$ cat src/flow_pkg.sv
// constants, opcodes and flag layout of the branch and flag control block
// assumes nothing of its surroundings
package flow_pkg;

  // flag register layout, bits 7 and 6 always read as ones
  typedef struct packed {
    logic one7;
    logic one6;
    logic halfCarry;
    logic irqMask;
    logic negative;
    logic zero;
    logic overflow;
    logic carry;
  } flag_register_t;

  typedef struct packed {
    logic [15:0] addr;
    logic addrOe;
    logic rw;
    logic rwOe;
    logic memoryCycleValid;
  } bus_drive_t;

  localparam logic [7:0] FLAGS_RESET = 8'hD0;
  localparam logic [7:0] FLAGS_FIXED = 8'hC0;
  localparam logic [15:0] PC_RESET = 16'h0000;

  localparam logic [3:0] BRANCH_GROUP = 4'h2;
  localparam logic [7:0] OP_NO_OPERATION = 8'h01;
  localparam logic [7:0] OP_HALT_UNTIL_INTERRUPT = 8'h3E;
  localparam logic [7:0] OP_INTERRUPT_RETURN = 8'h3B;
  localparam logic [7:0] OP_CLEAR_CARRY = 8'h00;
  localparam logic [7:0] OP_SET_CARRY = 8'h0D;
  localparam logic [7:0] OP_CLEAR_OVERFLOW = 8'h0A;
  localparam logic [7:0] OP_SET_OVERFLOW = 8'h0B;
  localparam logic [7:0] OP_CLEAR_IRQ_MASK = 8'h0E;
  localparam logic [7:0] OP_SET_IRQ_MASK = 8'h0F;
  localparam logic [7:0] OP_ACCUM_TO_FLAGS = 8'h06;
  localparam logic [7:0] OP_FLAGS_TO_ACCUM = 8'h07;

  // cycles per instruction and the operand fetch cycle, opcode fetch counted as cycle 1
  localparam logic [3:0] CYC_BRANCH = 4'h4;
  localparam logic [3:0] CYC_SHORT = 4'h2;
  localparam logic [3:0] CYC_HALT = 4'h9;
  localparam logic [3:0] CYC_RETURN = 4'hA;
  localparam logic [3:0] CYC_OPERAND = 4'h2;

  localparam logic [15:0] LEN_ONE = 16'h0001;
  localparam logic [15:0] LEN_BRANCH = 16'h0002;

endpackage

$ cat src/branch_test.sv
// condition evaluation for the relative branch group
// assumes a flag register value and the branch opcode's low nibble
`timescale 1ns/10ps
module branch_test (
  input wire logic [3:0] condCode,
  input wire flow_pkg::flag_register_t flags,
  output logic taken
);

  wire logic signedLess = flags.negative ^ flags.overflow;
  logic rawTest;

  // even codes branch on a clear test, odd codes on a set test
  always_comb begin
    unique case (condCode[3:1])
      3'h0: rawTest = 1'b0;
      3'h1: rawTest = flags.carry | flags.zero;
      3'h2: rawTest = flags.carry;
      3'h3: rawTest = flags.zero;
      3'h4: rawTest = flags.overflow;
      3'h5: rawTest = flags.negative;
      3'h6: rawTest = signedLess;
      3'h7: rawTest = flags.zero | signedLess;
    endcase
  end

  assign taken = rawTest ^ ~condCode[0];

endmodule // branch_test

$ cat src/branch_and_flag_control.sv
// program flow and flag manipulation execution unit
// assumes memory and accumulator logic share mclk; interrupt pins are async
// Function
// - carry branches 24/25: two bytes, four cycles, taken on carry 0/1
// - 27 branches on zero set, 26 on zero clear; flags untouched
// - 22 branches when carry or zero is 0, 23 when it is 1
// - 28 branches on overflow clear, two bytes, four cycles
// - 29 branches on overflow set, no flag changes
// - no operation 01: one byte, two cycles, only advances counter
// - halt 3E, nine cycles, then bus floated and valid line low
// - 00,0D,0A,0B,0E,0F clear or set carry, overflow, mask alone
// - accumulator-to-flags loads flag bits 5 to 0 from accumulator A; bits 7 and 6 stay one
// - interrupt return restores flag bits 5 to 0 from stack; bits 7 and 6 stay one
// - interrupt sets mask; masked wait ends only by non-maskable
`timescale 1ns/10ps
module branch_and_flag_control #(
  parameter int ADDR_W = 16
) (
  input wire logic mclk,
  input wire logic rst,
  input wire logic [7:0] dataIn,
  output logic [15:0] addrOut,
  output logic addrOe,
  output logic rwOut,
  output logic rwOe,
  output logic [7:0] dataOut,
  output logic dataOe,
  output logic memoryCycleValid,
  input wire logic irqPin,
  input wire logic nmiPin,
  input wire logic [7:0] accumA,
  input wire logic [7:0] stackedFlags,
  output logic [7:0] accumOut,
  output logic accumLoad,
  output logic interruptTaken,
  output logic unknownOpcode,
  output flow_pkg::flag_register_t flags,
  output logic [15:0] pc
);

  if (ADDR_W != 16) begin : g_addr_check
    $error("branch_and_flag_control serves a 16-bit address only");
  end

  typedef enum logic [1:0] {
    ST_FETCH = 2'b00,
    ST_EXEC = 2'b01,
    ST_WAIT = 2'b10
  } state_t;

  state_t state;
  state_t next_state;
  logic [3:0] cyc;
  logic [3:0] next_cyc;
  logic [7:0] opcode;
  logic [7:0] offset;
  logic [15:0] next_pc;
  flow_pkg::flag_register_t next_flags;
  flow_pkg::bus_drive_t next_bus;
  logic irqMeta, irqSync, nmiMeta, nmiSync;

  // interrupt pins pass two flops before use
  always_ff @(posedge mclk) begin
    if (rst) begin
      irqMeta <= 1'b0;
      irqSync <= 1'b0;
      nmiMeta <= 1'b0;
      nmiSync <= 1'b0;
    end else begin
      irqMeta <= irqPin;
      irqSync <= irqMeta;
      nmiMeta <= nmiPin;
      nmiSync <= nmiMeta;
    end
  end

  // decode
  wire logic isBranch = opcode[7:4] == flow_pkg::BRANCH_GROUP;
  wire logic isHalt = opcode == flow_pkg::OP_HALT_UNTIL_INTERRUPT;
  wire logic isReturn = opcode == flow_pkg::OP_INTERRUPT_RETURN;
  wire logic isNop = opcode == flow_pkg::OP_NO_OPERATION;
  wire logic isTap = opcode == flow_pkg::OP_ACCUM_TO_FLAGS;
  wire logic isTpa = opcode == flow_pkg::OP_FLAGS_TO_ACCUM;
  wire logic isFlagOp = opcode == flow_pkg::OP_CLEAR_CARRY
    || opcode == flow_pkg::OP_SET_CARRY
    || opcode == flow_pkg::OP_CLEAR_OVERFLOW
    || opcode == flow_pkg::OP_SET_OVERFLOW
    || opcode == flow_pkg::OP_CLEAR_IRQ_MASK
    || opcode == flow_pkg::OP_SET_IRQ_MASK;
  wire logic isKnown = isBranch | isHalt | isReturn | isNop | isTap
    | isTpa | isFlagOp;
  wire logic [3:0] lastCyc = isBranch ? flow_pkg::CYC_BRANCH
    : isHalt ? flow_pkg::CYC_HALT
    : isReturn ? flow_pkg::CYC_RETURN
    : flow_pkg::CYC_SHORT;
  wire logic execEnd = state == ST_EXEC && cyc == lastCyc;

  logic branchTaken;
  branch_test u_test (
    .condCode(opcode[3:0]),
    .flags(flags),
    .taken(branchTaken)
  );

  // signed offset added to the address after the two-byte branch
  wire logic [15:0] offsetExt = {{8{offset[7]}}, offset};
  wire logic [15:0] branchNext = pc + flow_pkg::LEN_BRANCH
    + (branchTaken ? offsetExt : 16'h0000);
  wire logic wakeUp = nmiSync | (irqSync & ~flags.irqMask);

  always_comb begin
    next_state = state;
    next_cyc = cyc + 4'h1;
    next_pc = pc;
    unique case (state)
      ST_FETCH: begin
        next_state = ST_EXEC;
      end
      ST_EXEC: begin
        if (execEnd) begin
          next_cyc = 4'h1;
          next_state = isHalt ? ST_WAIT : ST_FETCH;
          next_pc = isBranch ? branchNext : pc + flow_pkg::LEN_ONE;
        end
      end
      ST_WAIT: begin
        next_cyc = 4'h1;
        if (wakeUp) begin
          next_state = ST_FETCH;
        end
      end
      default: begin
        next_state = ST_FETCH;
        next_cyc = 4'h1;
      end
    endcase
  end

  // flag updates happen at the last cycle of their instruction, and irqMask is also set on wake from wait
  always_comb begin
    next_flags = flags;
    if (execEnd) begin
      unique case (1'b1)
        opcode == flow_pkg::OP_CLEAR_CARRY: next_flags.carry = 1'b0;
        opcode == flow_pkg::OP_SET_CARRY: next_flags.carry = 1'b1;
        opcode == flow_pkg::OP_CLEAR_OVERFLOW:
          next_flags.overflow = 1'b0;
        opcode == flow_pkg::OP_SET_OVERFLOW:
          next_flags.overflow = 1'b1;
        opcode == flow_pkg::OP_CLEAR_IRQ_MASK:
          next_flags.irqMask = 1'b0;
        opcode == flow_pkg::OP_SET_IRQ_MASK:
          next_flags.irqMask = 1'b1;
        isTap: next_flags = accumA;
        isReturn: next_flags = stackedFlags;
        default: next_flags = flags;
      endcase
    end else if (state == ST_WAIT && wakeUp) begin
      next_flags.irqMask = 1'b1;
    end
    next_flags = next_flags | flow_pkg::FLAGS_FIXED;
  end

  // bus drive for the cycle about to begin
  wire logic nextIsOperand = next_state == ST_EXEC
    && next_cyc == flow_pkg::CYC_OPERAND;
  always_comb begin
    next_bus.addr = next_pc + flow_pkg::LEN_ONE;
    next_bus.addrOe = 1'b1;
    next_bus.rw = 1'b1;
    next_bus.rwOe = 1'b1;
    next_bus.memoryCycleValid = 1'b0;
    if (next_state == ST_FETCH) begin
      next_bus.addr = next_pc;
      next_bus.memoryCycleValid = 1'b1;
    end else if (nextIsOperand) begin
      next_bus.memoryCycleValid = 1'b1;
    end else if (next_state == ST_WAIT) begin
      next_bus.addrOe = 1'b0;
      next_bus.rwOe = 1'b0;
    end
  end

  always_ff @(posedge mclk) begin
    if (rst) begin
      state <= ST_FETCH;
      cyc <= 4'h1;
      pc <= flow_pkg::PC_RESET;
      flags <= flow_pkg::FLAGS_RESET;
      opcode <= flow_pkg::OP_NO_OPERATION;
      offset <= 8'h00;
    end else begin
      state <= next_state;
      cyc <= next_cyc;
      pc <= next_pc;
      flags <= next_flags;
      if (state == ST_FETCH) begin
        opcode <= dataIn;
      end
      if (state == ST_EXEC && cyc == flow_pkg::CYC_OPERAND) begin
        offset <= dataIn;
      end
    end
  end

  always_ff @(posedge mclk) begin
    if (rst) begin
      addrOut <= flow_pkg::PC_RESET;
      addrOe <= 1'b1;
      rwOut <= 1'b1;
      rwOe <= 1'b1;
      memoryCycleValid <= 1'b1;
      dataOut <= 8'h00;
      dataOe <= 1'b0;
      accumOut <= 8'h00;
      accumLoad <= 1'b0;
      interruptTaken <= 1'b0;
      unknownOpcode <= 1'b0;
    end else begin
      addrOut <= next_bus.addr;
      addrOe <= next_bus.addrOe;
      rwOut <= next_bus.rw;
      rwOe <= next_bus.rwOe;
      memoryCycleValid <= next_bus.memoryCycleValid;
      dataOut <= 8'h00;
      dataOe <= 1'b0;
      accumLoad <= execEnd & isTpa;
      if (execEnd && isTpa) begin
        accumOut <= flags;
      end
      interruptTaken <= state == ST_WAIT && wakeUp;
      unknownOpcode <= execEnd & ~isKnown;
    end
  end

endmodule // branch_and_flag_control

$ cat config.mk
export PLATFORM = sky130hd
export DESIGN_NAME = branch_and_flag_control
export DESIGN_NICKNAME = d
export VERILOG_FILES = /design/src/flow_pkg.sv /design/src/branch_test.sv /design/src/branch_and_flag_control.sv
export SDC_FILE = /design/constraint.sdc
export NUM_CORES = 1
export LEC_CHECK = 0
export ABC_AREA = 1
export ABC_CLOCK_PERIOD_IN_PS = 8300
export BUFFER_PORTS_ARGS = -buffer_cell sky130_fd_sc_hd__buf_2
export CAP_MARGIN = 20
export CORE_MARGIN = 1.5
export CORE_UTILIZATION = 55
export DETAILED_ROUTE_END_ITERATION = 7
export GPL_TIMING_DRIVEN = 0
export PLACE_DENSITY = 0.78
export SYNTH_ARGS = -nofsm -noshare
export SYNTH_HDL_FRONTEND = slang
export SYNTH_SLANG_ARGS = --single-unit
$ cat constraint.sdc
create_clock -name mclk -period 8.3 [get_ports mclk]
set_clock_uncertainty 0.05 [all_clocks]
set_input_delay 1.66 -clock mclk [delete_from_list [all_inputs] [get_ports mclk]]
set_output_delay 1.66 -clock mclk [all_outputs]
set_load 0.05 [all_outputs]
==> flow_summary.yaml <==
run_status:
  status: "completed"
job:
  maxCapViolCount: 0
synth:
  netlist_instances: 835
  yosys-top-cells-area: "dfxtp_1, nand2_1, inv_1"
  synth.most_common_cell: "nand2_1"
  yosys.area.top_type: "dfxtp_1"
  synthTopCellsByCount: "nand2_1, inv_1, nor2_1, dfxtp_1, nand3_1"
  yosys_most_used_dff: "dfxtp_1"
  async_flop_share_pct: 0
  yosys.area.top_type_share_pct: 28.6
  synth_area_um2: 5330
  yosysUniqueCellTypes: 45
  ys_warn_count: 0
  syn_area_per_cell_um2: 6.38
  synth_edf_count: 0
  synth-seq-cells: 76
  synth-seq-area-share_pct: 28.6
drt:
  ant_nets: 0
  wl_met2_um: 6570
  wl_met1_um: 5740
  top_layer_used: "met4"
  vias: 5411
  vias_per_cell: 5.09
  dr_wl_met3_um: 656
  wl_per_cell_um: 12.3
  wl_um: 13100
  drc: 0
  initialDrtViolationCount: 261
  dr.pass1.iters: 4
power:
  power_frac_clock_pct: 30.9
  cellLeakagePower_nw: 3.16
  worst_ir_drop_vdd_uv: 118
  power.switching_uw: 330
  seq_power_share_pct: 45.0
  swShare_pct: 37.0
  intPower_uw: 562
  power.density_nw_per_um2: 147
  pwr-share-comb_pct: 24.1
cts:
  numCtsBuffers: 9
  cts_buffer_depth: 2
  post_cts_resized: 0
  cts.sinks: 76
  tritoncts: "yes"
  post-cts-setup-buffers: 0
  insertion_delay_ns: 0.36
  root_buffer: "clkbuf_8"
  clk_pin_slew_ns: 0.10
  cts_hold_buf: 0
  htree_levels: 3
final_layout:
  stdcell_count: 1064
  multi_input_area_um2: 3180
  nNetsFinal: 992
  regArea_um2: 1520
  fillCellCount: 901
  n_antenna_cell: 0
  drive_gt1_share_pct: 15.9
  synthToLayoutAreaGrowth_pct: 14.2
sta:
  fin_crit_sh_pct: 48.4
  setup_viol: 0
  slew_headroom_pct: 61.0
  report.final.slew_viol_count: 0
  hold_ws_ns: 0.368
  fin_crit_ns: 4.02
  setup_tns_ns: 0
  rsz0062_at_grt: "no"
  hold_violations: 0
  timing.fmax_mhz: 249
  worst_pin_slew_ns: 0.585
critical_path:
  worstSetupStartpointType: "flip-flop"
  cp.required_ns: 8.51
  cp-end-kind: "flip-flop"
  critPathKind: "reg -> reg"
  slowest_delay_ns: 0.44
  critical_path.max_fanout: 7
  crit_buf_inv: 5
  crit_family: "simple AND/OR/NAND/NOR gates"
  arrival_ns: 4.23
  path_common_cell: "nand2_1"
  rrSetupSlack_ns: 4.28
  critPathSlowestCell: "dfxtp_1"
floorplanning:
  io_pins: 92
  initial_utilization_pct: 57.1
  rows: 35
  die_area_um2: 10300
  die_h_um: 101
  core_um2: 9330
  die_w_um: 101
placement:
  place_congestion: 0.869
  port_buffers: 74
  dp_cells: 1048
  dpl.hpwl_um: 10500
grt:
  grt_pass1_vias: 4955
  gr-usage-all-layers_pct: 27.0
  grt_max_degree: 17
  grt_pass1_wl_um: 22000
  antenna_found_initial: 0
  gr-total-overflow: 0
worst_hold_path:
  hold_path_class: "reg -> reg"
-- final timing paths --
| check | start | endpoint | cells after the start |
|---|---|---|---|
| max reg2reg | opcode[3]$_SDFFE_PP0P_ | addrOut[15]$_SDFF_PP0_ | 30 |
| min | nmiMeta$_SDFF_PP0_ | nmiSync$_SDFF_PP0_ | 2 |
| max | opcode[3]$_SDFFE_PP0P_ | addrOut[15]$_SDFF_PP0_ | 30 |
| min reg2reg | nmiMeta$_SDFF_PP0_ | nmiSync$_SDFF_PP0_ | 2 |
-- area by class of cell --
type / count / share of cell area (%)
buffer: 33 / 3.45
timing repair buffer: 74 / 6.08
sequential: 76 / 25.0
clock inverter: 7 / 1.07
clock buffer: 9 / 2.03
inverter: 122 / 7.52
multi-input combinational: 614 / 52.2
tap: 129 / 2.65
-- kinds of logic after synthesis --
logic type      Yosys count  synth area share, %
flops                    76                 28.6
compound gates          111                 11.4
mux                       1                0.188
fa+ha+maj                34                 8.12
buf+inv                 155                 12.5
xor+xnor                  9                 1.48
other cells               2                0.141
simple gates            447                 37.5
-- flip-flops by register name, summed over array words and instances (netlist names) --
name	flops
accumLoad	1
accumOut	7
addrOut	16
cyc	4
flags	6
interruptTaken	1
irqMeta	1
irqSync	1
memoryCycleValid	1
nmiMeta	1
nmiSync	1
offset	8
opcode	8
pc	16
rwOe	1
state	2
unknownOpcode	1
-- per-stage QoR --
step | util, % | area, µm² | setup WS (ns) | power, mW
after global placement | 63.2 | 5900 | 4.38 | 0.621
after global routing | 65.3 | 6090 | 3.74 | 0.941
after floorplan | - | 5370 | 4.60 | 0.574
after detailed placement | 63.2 | 5900 | 4.30 | 0.623
final | 65.3 | 6090 | 4.28 | 0.892
after CTS | 65.3 | 6090 | 4.27 | 0.896
-- worst register-to-register path, delay by kind of cell (launching register included) --
kind / cells / cell delay, ns
and+or+nand+nor: 20 / 1.94
adders and majority gates: 3 / 0.78
buffers and inverters: 5 / 0.46
DFF: 1 / 0.44
AOI/OAI and AO/OA: 2 / 0.23
-- per-layer routing --
metal  vias up  track usage [%]
met5         -                0
met4         0             6.73
met3        17             4.49
met2       135             50.0
met1      2437             32.3
li1       2822                -
-- power groups by stage --
| stage | clock network [mW] | logic (mW) | registers, mW |
|---|---|---|---|
| floorplan | 0 | 0.132 | 0.442 |
| global placement | 0 | 0.211 | 0.410 |
| detailed placement | 0 | 0.214 | 0.410 |
| CTS | 0.280 | 0.215 | 0.401 |
| global route | 0.298 | 0.239 | 0.404 |
| finish | 0.276 | 0.215 | 0.401 |
-- layout by cell type (no fill, tap or decap), types with 12 or more instances in the layout --
cell     count
conb_1      12
ha_1        33
inv_1      117
o21ai_0     49
a21oi_1     42
nor2_1      99
buf_4       14
nand2_1    221
dfxtp_1     76
buf_2       77
nand3_1     62
nor3_1      15
Note: power is estimated with default switching activity, not from simulation.
